$ cat src/include/prbs_consts.vh
// Constants for the PRBS packet test counter block
`ifndef PRBS_CONSTS_VH
`define PRBS_CONSTS_VH

// Register indices (printed offsets are not multiples of four)
`define PRBS_IDX_BYTE_CNT   8'h71
`define PRBS_IDX_ERR_CNT    8'h72
`define PRBS_IDX_PKT_LEN    8'h7b
`define PRBS_IDX_GAP_LEN    8'h7c
`define PRBS_IDX_CFG        8'h80
`define PRBS_IDX_IRQ_STS    8'h81
`define PRBS_IDX_IRQ_MASK   8'h82
`define PRBS_IDX_PKT_CNT    8'h83

// Field positions
`define PRBS_BIT_LOCK       0
`define PRBS_BIT_LOCK_CLR   1
`define PRBS_BIT_BYTE_OVF   9
`define PRBS_BIT_PKT_OVF    10
`define PRBS_BIT_CFG_EN     0
`define PRBS_BIT_CFG_WRAP   1
`define PRBS_IRQ_ERR        0
`define PRBS_IRQ_BYTE_OVF   1
`define PRBS_IRQ_PKT_OVF    2
`define PRBS_IRQ_PKT_DONE   3

// Reset values
`define PRBS_RST_PKT_LEN    16'h05dc
`define PRBS_RST_GAP_LEN    8'h7d
`define PRBS_GAP_UNIT       4

// AXI responses
`define PRBS_RESP_OKAY      2'b00
`define PRBS_RESP_SLVERR    2'b10

`endif

$ cat src/prbs_lfsr.v
// PRBS-7 byte generator, one byte per enable
`timescale 1ns/1ns
`default_nettype none

module prbs_lfsr #(
  parameter WIDTH = 7
) (
  // Clock and reset
  input  wire       aclk,
  input  wire       aresetn,
  // Control
  input  wire       step,
  output wire [7:0] byte_out
);

  reg [WIDTH-1:0] state_reg;
  reg [WIDTH-1:0] state_next;
  reg [7:0]       byte_next;
  integer         i;

  // Advance eight bits per step so every byte is fresh
  always @* begin
    state_next = state_reg;
    byte_next  = 8'h00;
    for (i = 0; i < 8; i = i + 1) begin
      byte_next[i] = state_next[WIDTH-1] ^ state_next[WIDTH-2];
      state_next   = {state_next[WIDTH-2:0], byte_next[i]};
    end
  end

  always @(posedge aclk) begin
    if (!aresetn) begin
      state_reg <= {WIDTH{1'b1}};
    end else if (step) begin
      state_reg <= state_next;
    end
  end

  assign byte_out = byte_next;

endmodule

`default_nettype wire

$ cat src/prbs_sat_counter.v
// Counter that saturates or wraps, with overflow flag
`timescale 1ns/1ns
`default_nettype none

module prbs_sat_counter #(
  parameter WIDTH = 16
) (
  // Clock and reset
  input  wire             aclk,
  input  wire             aresetn,
  // Control
  input  wire             inc,
  input  wire             clr,
  input  wire             wrap_mode,
  // Status
  output reg  [WIDTH-1:0] count,
  output reg              ovf
);

  wire at_max = &count;

  // Clear wins over increment: clearing is a software request to restart
  always @(posedge aclk) begin
    if (!aresetn) begin
      count <= {WIDTH{1'b0}};
      ovf   <= 1'b0;
    end else if (clr) begin
      count <= {WIDTH{1'b0}};
      ovf   <= 1'b0;
    end else if (inc) begin
      if (!at_max || wrap_mode) begin
        count <= count + {{(WIDTH-1){1'b0}}, 1'b1};
      end
      if (at_max) begin
        ovf <= 1'b1;
      end
    end
  end

endmodule

`default_nettype wire

$ cat src/prbs_test_top.v
// PRBS packet generator, checker, counters and AXI4-Lite register slave
// Operation
// RULE1 - Keep 8-bit errored byte count
// RULE2 - Write bit 0 freezes counter readings
// RULE3 - Write bit 1 freezes then clears counters
// RULE4 - Mode zero saturates error count at 0xff
// RULE5 - Bit 9 flags byte counter overflow
// RULE6 - Bit 10 flags packet counter overflow
// RULE7 - Flags clear only by lock-and-clear write
// RULE8 - Packet length field, default 1500 bytes
// RULE9 - Gap between packets in four-byte units
// RULE10 - 16-bit received byte count, lockable, saturating
// RULE11 - Counters and flags zero after reset
`timescale 1ns/1ns
`default_nettype none
`include "prbs_consts.vh"

module prbs_test_top #(
  parameter ADDR_W = 12
) (
  // Clock and reset
  input  wire              aclk,
  input  wire              aresetn,
  // AXI4-Lite write address
  input  wire [ADDR_W-1:0] s_axi_awaddr,
  input  wire              s_axi_awvalid,
  output reg               s_axi_awready,
  // AXI4-Lite write data
  input  wire [31:0]       s_axi_wdata,
  input  wire [3:0]        s_axi_wstrb,
  input  wire              s_axi_wvalid,
  output reg               s_axi_wready,
  // AXI4-Lite write response
  output reg  [1:0]        s_axi_bresp,
  output reg               s_axi_bvalid,
  input  wire              s_axi_bready,
  // AXI4-Lite read address
  input  wire [ADDR_W-1:0] s_axi_araddr,
  input  wire              s_axi_arvalid,
  output reg               s_axi_arready,
  // AXI4-Lite read data
  output reg  [31:0]       s_axi_rdata,
  output reg  [1:0]        s_axi_rresp,
  output reg               s_axi_rvalid,
  input  wire              s_axi_rready,
  // Test data stream (looped back outside)
  output reg  [7:0]        tx_data,
  output reg               tx_valid,
  input  wire [7:0]        rx_data,
  input  wire              rx_valid,
  // Interrupt
  output reg               irq
);

  localparam ST_IDLE = 2'b00;
  localparam ST_SEND = 2'b01;
  localparam ST_GAP  = 2'b10;

  // Software registers
  reg  [15:0] pkt_len_reg;
  reg  [7:0]  gap_len_reg;
  reg         gen_en_reg;
  reg         wrap_mode_reg;
  reg  [3:0]  irq_sts_reg;
  reg  [3:0]  irq_mask_reg;
  // Frozen counter images
  reg  [15:0] byte_snap_reg;
  reg  [7:0]  err_snap_reg;
  reg  [15:0] pkt_snap_reg;
  reg         lock_reg;
  reg         clr_pend_reg;
  // Generator
  reg  [1:0]  state_reg;
  reg  [15:0] byte_idx_reg;
  reg  [9:0]  gap_cnt_reg;
  reg         pkt_done_reg;
  // Checker pipeline
  reg  [7:0]  rx_data_reg;
  reg         rx_valid_reg;
  // AXI holding registers
  reg  [ADDR_W-1:0] aw_addr_reg;
  reg               aw_have_reg;
  reg  [31:0]       w_data_reg;
  reg  [3:0]        w_strb_reg;
  reg               w_have_reg;

  wire [7:0]  gen_byte;
  wire [7:0]  chk_byte;
  wire [15:0] byte_cnt;
  wire [7:0]  err_cnt;
  wire [15:0] pkt_cnt;
  wire        byte_ovf;
  wire        err_ovf;
  wire        pkt_ovf;
  wire        gen_step;
  wire        rx_err;
  wire        wr_fire;
  wire [7:0]  wr_idx;
  wire [7:0]  rd_idx;
  wire        lock_wr;
  wire        clr_wr;

  // Register index from a byte address
  function [7:0] addr_idx;
    input [ADDR_W-1:0] a;
    begin
      addr_idx = a[9:2];
    end
  endfunction

  function idx_mapped;
    input [7:0] idx;
    begin
      idx_mapped = (idx == `PRBS_IDX_BYTE_CNT) || (idx == `PRBS_IDX_ERR_CNT) ||
                   (idx == `PRBS_IDX_PKT_LEN)  || (idx == `PRBS_IDX_GAP_LEN) ||
                   (idx == `PRBS_IDX_CFG)      || (idx == `PRBS_IDX_IRQ_STS) ||
                   (idx == `PRBS_IDX_IRQ_MASK) || (idx == `PRBS_IDX_PKT_CNT);
    end
  endfunction

  assign wr_fire = aw_have_reg && w_have_reg && !s_axi_bvalid;
  assign wr_idx  = addr_idx(aw_addr_reg);
  assign rd_idx  = addr_idx(s_axi_araddr);
  // Any byte-0 write to the error register may carry lock commands
  assign lock_wr = wr_fire && (wr_idx == `PRBS_IDX_ERR_CNT) && w_strb_reg[0] &&
                   w_data_reg[`PRBS_BIT_LOCK];                     // [RULE2]
  assign clr_wr  = wr_fire && (wr_idx == `PRBS_IDX_ERR_CNT) && w_strb_reg[0] &&
                   w_data_reg[`PRBS_BIT_LOCK_CLR];                 // [RULE3]

  // Generator sequencing
  assign gen_step = (state_reg == ST_SEND);

  prbs_lfsr #(.WIDTH(7)) u_gen (
    .aclk     (aclk),
    .aresetn  (aresetn),
    .step     (gen_step),
    .byte_out (gen_byte)
  );

  // Checker reference advances only on received bytes
  prbs_lfsr #(.WIDTH(7)) u_ref (
    .aclk     (aclk),
    .aresetn  (aresetn),
    .step     (rx_valid_reg),
    .byte_out (chk_byte)
  );

  assign rx_err = rx_valid_reg && (rx_data_reg != chk_byte);

  prbs_sat_counter #(.WIDTH(16)) u_byte_cnt (
    .aclk      (aclk),
    .aresetn   (aresetn),
    .inc       (rx_valid_reg),
    .clr       (clr_pend_reg),
    .wrap_mode (wrap_mode_reg),
    .count     (byte_cnt),
    .ovf       (byte_ovf)
  ); // [RULE10] [RULE5]

  prbs_sat_counter #(.WIDTH(8)) u_err_cnt (
    .aclk      (aclk),
    .aresetn   (aresetn),
    .inc       (rx_err),
    .clr       (clr_pend_reg),
    .wrap_mode (wrap_mode_reg),
    .count     (err_cnt),
    .ovf       (err_ovf)
  ); // [RULE1] [RULE4]

  prbs_sat_counter #(.WIDTH(16)) u_pkt_cnt (
    .aclk      (aclk),
    .aresetn   (aresetn),
    .inc       (pkt_done_reg),
    .clr       (clr_pend_reg),
    .wrap_mode (wrap_mode_reg),
    .count     (pkt_cnt),
    .ovf       (pkt_ovf)
  ); // [RULE6] [RULE7]

  // Packet generator: send length bytes, then idle gap of 4-byte units
  always @(posedge aclk) begin
    if (!aresetn) begin
      state_reg    <= ST_IDLE;
      byte_idx_reg <= 16'h0000;
      gap_cnt_reg  <= 10'h000;
      tx_data      <= 8'h00;
      tx_valid     <= 1'b0;
      pkt_done_reg <= 1'b0;
    end else begin
      tx_valid     <= 1'b0;
      pkt_done_reg <= 1'b0;
      case (state_reg)
        ST_IDLE: begin
          byte_idx_reg <= 16'h0000;
          if (gen_en_reg && (pkt_len_reg != 16'h0000)) begin
            state_reg <= ST_SEND;
          end
        end
        ST_SEND: begin
          tx_data  <= gen_byte;
          tx_valid <= 1'b1;
          if (byte_idx_reg == pkt_len_reg - 16'h0001) begin       // [RULE8]
            pkt_done_reg <= 1'b1;
            byte_idx_reg <= 16'h0000;
            gap_cnt_reg  <= {gap_len_reg, 2'b00};                   // [RULE9]
            state_reg    <= ST_GAP;
          end else begin
            byte_idx_reg <= byte_idx_reg + 16'h0001;
          end
        end
        ST_GAP: begin
          // A zero gap still costs one idle cycle, keeping packets apart
          if (gap_cnt_reg <= 10'h001) begin                        // [RULE9]
            state_reg <= (gen_en_reg && (pkt_len_reg != 16'h0000)) ? ST_SEND : ST_IDLE;
          end else begin
            gap_cnt_reg <= gap_cnt_reg - 10'h001;
          end
        end
        default: begin
          state_reg <= ST_IDLE;
        end
      endcase
    end
  end

  // Receive stage, same clock as the loopback source
  always @(posedge aclk) begin
    if (!aresetn) begin
      rx_data_reg  <= 8'h00;
      rx_valid_reg <= 1'b0;
    end else begin
      rx_data_reg  <= rx_data;
      rx_valid_reg <= rx_valid;
    end
  end

  // Lock freezes the readable images; clear follows one cycle later
  always @(posedge aclk) begin
    if (!aresetn) begin
      byte_snap_reg <= 16'h0000;                                   // [RULE11]
      err_snap_reg  <= 8'h00;
      pkt_snap_reg  <= 16'h0000;
      lock_reg      <= 1'b0;
      clr_pend_reg  <= 1'b0;
    end else begin
      clr_pend_reg <= clr_wr;                                      // [RULE3]
      if (lock_wr || clr_wr) begin
        byte_snap_reg <= byte_cnt;                                 // [RULE2]
        err_snap_reg  <= err_cnt;
        pkt_snap_reg  <= pkt_cnt;
        lock_reg      <= 1'b1;
      end
    end
  end

  // AXI write channel capture, either order
  always @(posedge aclk) begin
    if (!aresetn) begin
      s_axi_awready <= 1'b1;
      s_axi_wready  <= 1'b1;
      aw_have_reg   <= 1'b0;
      w_have_reg    <= 1'b0;
      aw_addr_reg   <= {ADDR_W{1'b0}};
      w_data_reg    <= 32'h00000000;
      w_strb_reg    <= 4'h0;
      s_axi_bvalid  <= 1'b0;
      s_axi_bresp   <= `PRBS_RESP_OKAY;
    end else begin
      if (s_axi_awvalid && s_axi_awready) begin
        aw_addr_reg   <= s_axi_awaddr;
        aw_have_reg   <= 1'b1;
        s_axi_awready <= 1'b0;
      end
      if (s_axi_wvalid && s_axi_wready) begin
        w_data_reg   <= s_axi_wdata;
        w_strb_reg   <= s_axi_wstrb;
        w_have_reg   <= 1'b1;
        s_axi_wready <= 1'b0;
      end
      if (wr_fire) begin
        aw_have_reg  <= 1'b0;
        w_have_reg   <= 1'b0;
        s_axi_bvalid <= 1'b1;
        s_axi_bresp  <= idx_mapped(wr_idx) ? `PRBS_RESP_OKAY : `PRBS_RESP_SLVERR;
      end
      if (s_axi_bvalid && s_axi_bready) begin
        s_axi_bvalid  <= 1'b0;
        s_axi_awready <= 1'b1;
        s_axi_wready  <= 1'b1;
      end
    end
  end

  // Writable registers
  always @(posedge aclk) begin
    if (!aresetn) begin
      pkt_len_reg   <= `PRBS_RST_PKT_LEN;                          // [RULE8]
      gap_len_reg   <= `PRBS_RST_GAP_LEN;
      gen_en_reg    <= 1'b0;
      wrap_mode_reg <= 1'b0;
      irq_mask_reg  <= 4'h0;
    end else if (wr_fire) begin
      if (wr_idx == `PRBS_IDX_PKT_LEN) begin
        if (w_strb_reg[0]) pkt_len_reg[7:0]  <= w_data_reg[7:0];
        if (w_strb_reg[1]) pkt_len_reg[15:8] <= w_data_reg[15:8];
      end else if (wr_idx == `PRBS_IDX_GAP_LEN) begin
        if (w_strb_reg[0]) gap_len_reg <= w_data_reg[7:0];
      end else if (wr_idx == `PRBS_IDX_CFG) begin
        if (w_strb_reg[0]) begin
          gen_en_reg    <= w_data_reg[`PRBS_BIT_CFG_EN];
          wrap_mode_reg <= w_data_reg[`PRBS_BIT_CFG_WRAP];         // [RULE4]
        end
      end else if (wr_idx == `PRBS_IDX_IRQ_MASK) begin
        if (w_strb_reg[0]) irq_mask_reg <= w_data_reg[3:0];
      end
    end
  end

  // Sticky interrupt status; a new event wins over a write-one clear
  always @(posedge aclk) begin
    if (!aresetn) begin
      irq_sts_reg <= 4'h0;
      irq         <= 1'b0;
    end else begin
      irq_sts_reg <= (irq_sts_reg &
                      ~((wr_fire && (wr_idx == `PRBS_IDX_IRQ_STS) && w_strb_reg[0]) ?
                        w_data_reg[3:0] : 4'h0)) |
                     {pkt_done_reg, pkt_ovf, byte_ovf, err_ovf};
      irq         <= |(irq_sts_reg & irq_mask_reg);
    end
  end

  // Read channel: one access at a time, answer one cycle after address
  always @(posedge aclk) begin
    if (!aresetn) begin
      s_axi_arready <= 1'b1;
      s_axi_rvalid  <= 1'b0;
      s_axi_rdata   <= 32'h00000000;
      s_axi_rresp   <= `PRBS_RESP_OKAY;
    end else if (s_axi_arvalid && s_axi_arready) begin
      s_axi_arready <= 1'b0;
      s_axi_rvalid  <= 1'b1;
      s_axi_rresp   <= idx_mapped(rd_idx) ? `PRBS_RESP_OKAY : `PRBS_RESP_SLVERR;
      // Reads never touch the overflow flags
      if (rd_idx == `PRBS_IDX_BYTE_CNT) begin
        s_axi_rdata <= {16'h0000, lock_reg ? byte_snap_reg : byte_cnt};
      end else if (rd_idx == `PRBS_IDX_ERR_CNT) begin
        s_axi_rdata <= {21'h000000, pkt_ovf, byte_ovf, 1'b0,
                        lock_reg ? err_snap_reg : err_cnt};          // [RULE5] [RULE6]
      end else if (rd_idx == `PRBS_IDX_PKT_LEN) begin
        s_axi_rdata <= {16'h0000, pkt_len_reg};
      end else if (rd_idx == `PRBS_IDX_GAP_LEN) begin
        s_axi_rdata <= {24'h000000, gap_len_reg};
      end else if (rd_idx == `PRBS_IDX_CFG) begin
        s_axi_rdata <= {28'h0000000, state_reg, wrap_mode_reg, gen_en_reg};
      end else if (rd_idx == `PRBS_IDX_IRQ_STS) begin
        s_axi_rdata <= {28'h0000000, irq_sts_reg};
      end else if (rd_idx == `PRBS_IDX_IRQ_MASK) begin
        s_axi_rdata <= {28'h0000000, irq_mask_reg};
      end else if (rd_idx == `PRBS_IDX_PKT_CNT) begin
        s_axi_rdata <= {16'h0000, lock_reg ? pkt_snap_reg : pkt_cnt};
      end else begin
        s_axi_rdata <= 32'h00000000;
      end
    end else if (s_axi_rvalid && s_axi_rready) begin
      s_axi_rvalid  <= 1'b0;
      s_axi_arready <= 1'b1;
    end
  end

endmodule

`default_nettype wire

$ cat config.mk
export PLATFORM = sky130hd
export DESIGN_NAME = prbs_test_top
export DESIGN_NICKNAME = d
export VERILOG_FILES = /design/src/prbs_lfsr.v /design/src/prbs_sat_counter.v /design/src/prbs_test_top.v
export VERILOG_INCLUDE_DIRS = /design/src /design/src/include
export SDC_FILE = /design/constraint.sdc
export NUM_CORES = 1
export LEC_CHECK = 0
export ABC_AREA = 1
export ABC_CLOCK_PERIOD_IN_PS = 3500
export BUFFER_PORTS_ARGS = -buffer_cell sky130_fd_sc_hd__buf_2
export CORE_ASPECT_RATIO = 0.75
export CORE_MARGIN = 3
export CORE_UTILIZATION = 35
export CTS_CLUSTER_DIAMETER = 150
export DETAILED_ROUTE_END_ITERATION = 7
export HOLD_SLACK_MARGIN = 0.12
export PLACE_DENSITY = 0.63
export SLEW_MARGIN = 20
export SYNTH_ARGS = -nofsm -noshare
export SYNTH_HDL_FRONTEND = slang
export SYNTH_SLANG_ARGS = --single-unit
$ cat constraint.sdc
create_clock -name aclk -period 3.5 [get_ports aclk]
set_input_delay 0.7 -clock aclk [delete_from_list [all_inputs] [get_ports aclk]]
set_output_delay 0.7 -clock aclk [all_outputs]
set_load 0.03 [all_outputs]
# Word level (Yosys, flattened, before mapping)
# Cells that the tools add are included.
# word_totals
reg_bits,252
in_bits,76
out_inout_bits,51
# op_classes
n_addsub,6
n_lt_le_gt_ge,1
eq_ne,24
n_mux,30
bitwise,24
n_reduce_logical,63
# ops
cell,count
$mux 16,11
$eq 8x7->1 const B,8
$eq 8x8->1 const B,8
$add 16x1->16 const B,3
$reduce_and 17->1,2
$pmux 16 s2,1
$reduce_and 16->1,2
$mux 10,2
$pmux 10 s2,1
$logic_or 1x1->1,18
$eq 16x16->1,1
$reduce_bool 16->1,1
$sub 16x1->16 const B,1
$xor 1x1->1,16
$logic_and 1x1->1,15
$reduce_and 3->1,4
$le 10x1->1 const B,1
$mux 2,5
$sub 10x1->10 const B,1
$reduce_and 9->1,1
$add 8x1->8 const B,1
$and 4x4->4,2
$mux 8,1
$ne 8x8->1,1
other kinds (20),41

# Depth between registers and ports, before layout
# logic_depth
word_depth,9
mapped_depth,16
ltp_nobuf,16

# Cells and area by module
# A second synthesis with hierarchy kept.
# hier_totals
cells_unflattened,1702
area_unflattened_um2,11771.3
# by_module_without_submodules
mod,instances,cells_each,area_per_inst_um2
prbs_test_top,1,1210,8504.4
prbs_sat_counter at u_byte_cnt ...,2,158,1024.7
prbs_lfsr,2,50,350.3
prbs_sat_counter at u_err_cnt,1,76,516.7

# Least setup slack after synthesis
# No wires, ideal clock.
# synth_timing
path_type,input to register
startpoint,input port s_axi_araddr[8]
endpoint,register s_axi_rdata[5]
setup_time_ps,134
arrival_time_ps,1804
t_required_ps,3366
setup_slack_ps,1562
path_stages,8
path_buffers,1
path_cell_list,inv_1 -> nor3_1 -> nand2_1 -> clkbuf_1 -> nand3_1 -> nand2_1 -> a221oi_1 -> a31oi_1
# synth_via
elab_chain_len,9
word_cells_on_any_way,16
classes_between,eq/ne (8); mux (8)
# synth_lines
item,line,rtl
start: declaration,prbs_test_top.v:38,"input wire [ADDR_W-1:0] s_axi_araddr,"
$eq 8x8->1 (no source line),--,
$mux 16,prbs_test_top.v:360,end else if (rd_idx == `PRBS_IDX_PKT_CNT) begin
$mux 16,prbs_test_top.v:358,end else if (rd_idx == `PRBS_IDX_IRQ_MASK) begin
$mux 16,prbs_test_top.v:356,end else if (rd_idx == `PRBS_IDX_IRQ_STS) begin
$mux 16,prbs_test_top.v:354,end else if (rd_idx == `PRBS_IDX_CFG) begin
$mux 16,prbs_test_top.v:352,end else if (rd_idx == `PRBS_IDX_GAP_LEN) begin
$mux 16,prbs_test_top.v:350,end else if (rd_idx == `PRBS_IDX_PKT_LEN) begin
$mux 16,prbs_test_top.v:347,end else if (rd_idx == `PRBS_IDX_ERR_CNT) begin
$mux 16 *,prbs_test_top.v:345,if (rd_idx == `PRBS_IDX_BYTE_CNT) begin
end signal: assignment,prbs_test_top.v:346,"s_axi_rdata <= {16'h0000, lock_reg ? byte_snap_reg : byte_cnt};"
end signal: assignment,prbs_test_top.v:348,"s_axi_rdata <= {21'h000000, pkt_ovf, byte_ovf, 1'b0,"
end signal: assignment,prbs_test_top.v:351,"s_axi_rdata <= {16'h0000, pkt_len_reg};"
end: declaration,prbs_test_top.v:42,"output reg [31:0] s_axi_rdata,"
# Every way passes the cells marked *; elsewhere a longest branch is shown, timed or not.
# A chain may end at the register's enable or synchronous reset.

# Final worst setup path
# layout_timing
startpoint,register pkt_len_reg[0]
endpoint,register gap_cnt_reg[5]
# layout_via
elab_chain_len,4
# layout_lines
item,line,rtl
start: declaration,prbs_test_top.v:60,reg [15:0] pkt_len_reg;
start signal: assignment,prbs_test_top.v:297,pkt_len_reg <= `PRBS_RST_PKT_LEN;
start signal: assignment,prbs_test_top.v:304,if (w_strb_reg[0]) pkt_len_reg[7:0] <= w_data_reg[7:0];
$sub 16x1->16,prbs_test_top.v:202,if (byte_idx_reg == pkt_len_reg - 16'h0001) begin
$eq 16x16->1,prbs_test_top.v:202,
$ne 2x1->1 (no source line),--,
$reduce_and 3->1 (no source line),--,
end signal: assignment,prbs_test_top.v:205,"gap_cnt_reg <= {gap_len_reg, 2'b00};"
end signal: assignment,prbs_test_top.v:216,gap_cnt_reg <= gap_cnt_reg - 10'h001;
end: declaration,prbs_test_top.v:75,reg [9:0] gap_cnt_reg;
# No other way between the ends.

==> reports/metrics.cfg <==
[pwr]
power.leakage_nw = 5.04
power_density_nw_per_um2 = 458
vdd_drop_max_uv = 316
power_mw = 5.84

[setup_path]
r2r-end = gap_cnt_reg[5]
cpMaxStageDelayCell = dfxtp_1
endpoint_kind = flop
cp_cell_sequence = inv_2, ha_1, nand2_2, nor2_4, or2_1, nand2_1, nand4_1, nor2_4, nand3_4, nand2_4, nand3_1, nand2_1, nor2_1
crit_required_ns = 3.93
critPathKind = flop to flop
startpoint_type = flop
worst_r2r_path_depth = 13
cp_num_buf_inv = 1
cp_top_family = simple AND/OR/NAND/NOR gates
r2r_slack_ns = 1.24
critPathArrivalTime_ns = 2.69
worstPathMaxFanout = 10
r2r_start = pkt_len_reg[0]
cpPeakStageDelay_ns = 0.43

[detailed_routing]
routed_wl_um = 31000
route.detailed.drc = 0
wl_per_cell_um = 15.0
first_pass_iters = 5
drt_iter0_drc = 793
ant_nets = 0
via_per_inst = 5.09
vias = 10500

[placement]
portBuffers = 82
dp_cells = 2019
hpwl_um = 22600
gp_congestion = 0.894
placed_area_sq_um = 12000

[cts]
cts-hold-fix-buffers = 0
clk_pin_slew_ns = 0.06
cts-resized-gates = 0
clockRootBuffer = clkbuf_16
cts_buffer_depth = 3
post-cts-setup-buffers = 0
cts_buffers = 25
htree_num_levels = 1
worstSkewPairLatency_ns = 0.54
cts_sinks = 232
cts_tree = done

[logic_synthesis]
syn_area_per_cell_sq_um = 7.12
synth_area_sq_um = 11300
synth_area_leaders = dfxtp_1 (41%), nand2_1 (9.5%), a21oi_1 (7.7%), inv_1 (6.4%), o21ai_0 (5.8%)
yosysSeqAreaShare_pct = 41.2
synth_cells = 1584
ys_warn_count = 0
ys.flop_type = dfxtp_1
ys_types = 52
synth_top_cell_by_area = dfxtp_1
postSynth.asyncResetShare_pct = 0
synth_most_common_cell = nand2_1
synth_commonest_cells = nand2_1 (287), dfxtp_1 (232), inv_1 (191), a21oi_1 (173), o21ai_0 (131)
synth_edf_count = 0
synth_top_area_share_pct = 41.2
synth_seq_cells = 232

[die]
rows = 56
initial_core_util_pct = 35.8
die_area_sq_um = 34400
ios = 127
die_h_um = 161
die-width_um = 213
core-area_sq_um = 31500

[timing]
fin_crit_sh_pct = 64.6
slew_headroom_pct = 36.3
drv_slew = 0
clock_skew_ns = 0.0140
worst_pin_slew_ns = 0.954
finalSetupViolations = 0
hold_viol_final = 0
fin_tns_setup_ns = 0
rsz0062_at_grt = no
max_freq_mhz = 442
period_minus_slack_ns = 2.26

[layout]
fin_cells = 2063
regArea_sq_um = 4640
diodes = 0
fillers = 3314
drive_gt1_share_pct = 11.8
stdcell_area_sq_um = 12800
nNetsFinal = 1724
area.growth.synth_to_final_pct = 13.0
multi_input_area_sq_um = 5510

[grt]
grt_usage_pct = 17.8
grt_pass1_vias = 9455
grt_start_max_net_pins = 82
gr-total-overflow = 0
grt_antenna_before_repair = 0
grt_pass1_wl_um = 49800

[hold_path]
worstHoldStart = rx_data[5]
holdPathEnd = rx_data_reg[5]
hold_depth = 3
min_path_type = primary input to flop

[status]
outcome = finished, final reports clean

[job]
drv_cap = 0

## through the flow
step                      setup slack (ns)  hold WS (ns)  util [%]
after detailed placement             0.774         0.436      37.9
after global routing                  1.02         0.340      40.4
after global placement               0.802         0.431      37.9
after CTS                             1.23         0.328      40.4
final                                 1.24         0.352      40.4
after floorplan                       1.56         0.421         -
## metal layers
layer	GRT usage (%)	wire length, um	vias up
li1	-	-	5320
met1	27.2	15200	4750
met2	25.3	12500	361
met3	2.99	2240	60
met4	5.82	1020	0
met5	0	0	-
## cell usage in the layout, fill, tap and decap left out, types with 2 or more instances in the layout
| cell | count |
|---|---|
| a41oi_1 | 2 |
| nor3_2 | 4 |
| o211ai_1 | 24 |
| a211oi_1 | 3 |
| or2_1 | 5 |
| a221oi_1 | 2 |
| xnor2_1 | 12 |
| inv_1 | 191 |
| dfxtp_1 | 232 |
| nor2_2 | 6 |
| nand3_4 | 3 |
| o21ai_0 | 131 |
| o21ai_1 | 52 |
| or2_2 | 2 |
| clkinv_2 | 8 |
| clkbuf_1 | 3 |
| o22ai_1 | 9 |
| conb_1 | 18 |
| o21a_1 | 3 |
| buf_2 | 81 |
| buf_4 | 8 |
| inv_2 | 25 |
| xor2_1 | 33 |
| nand4_1 | 26 |
| clkbuf_8 | 4 |
| nand2_2 | 2 |
| nor2_1 | 120 |
| a21oi_1 | 173 |
| nand3b_1 | 2 |
| nor2_4 | 5 |
| nor3_1 | 24 |
| clkbuf_16 | 25 |
| nand2_4 | 3 |
| o2111ai_1 | 4 |
| o22ai_2 | 9 |
| nand2_1 | 287 |
| nand3_1 | 71 |
| a31oi_1 | 11 |
| nor4_1 | 8 |
| ha_1 | 8 |
## tightest hold or removal path, cell delays in order
cell and delay (ns):
buf_2 0.07, nand2_1 0.04, inv_1 0.04
## report_power, final
| part | switching [mW] | internal [mW] | total, mW |
|---|---|---|---|
| Clock | 1.12 | 1.47 | 2.59 |
| Combinational | 0.321 | 0.141 | 0.462 |
| Sequential | 0.0660 | 2.72 | 2.79 |
| Total | 1.51 | 4.33 | 5.84 |
## worst max path at each step
stage / cells past startpoint / slack, ns / startpoint / end
after floorplan: 8 / 1.56 / s_axi_araddr[8] / s_axi_rdata[5]
after global placement: 7 / 0.80 / s_axi_araddr[9] / s_axi_rdata[5]
after detailed placement: 7 / 0.77 / s_axi_araddr[9] / s_axi_rdata[5]
after CTS: 13 / 1.23 / pkt_len_reg[0] / gap_cnt_reg[5]
after global routing: 13 / 1.02 / pkt_len_reg[0] / gap_cnt_reg[3]
final: 13 / 1.24 / pkt_len_reg[0] / gap_cnt_reg[5]
## cell families (layout without fill, tap and decap cells)
logic type	Yosys count	after routing	synth area share, %
AND/OR/NAND/NOR	571	571	22.6
multiplexers	1	1	0.0887
AO/OA/AOI/OAI	430	430	21.1
buffers and inverters	295	351	10.6
adder cells (fa/ha/maj)	8	8	0.887
XOR/XNOR	46	46	3.64
other	1	18	0.0332
flip-flops	232	232	41.2
## layout make-up
class	instances	share of cell area, %
clock buffer	32	5.43
clock inverter	12	0.765
inverter	217	6.39
multi-input combinational	1074	43.2
sequential	232	36.4
tap	406	3.98
timing repair buffer	90	3.81
Note: power is estimated with default switching activity, not from simulation.
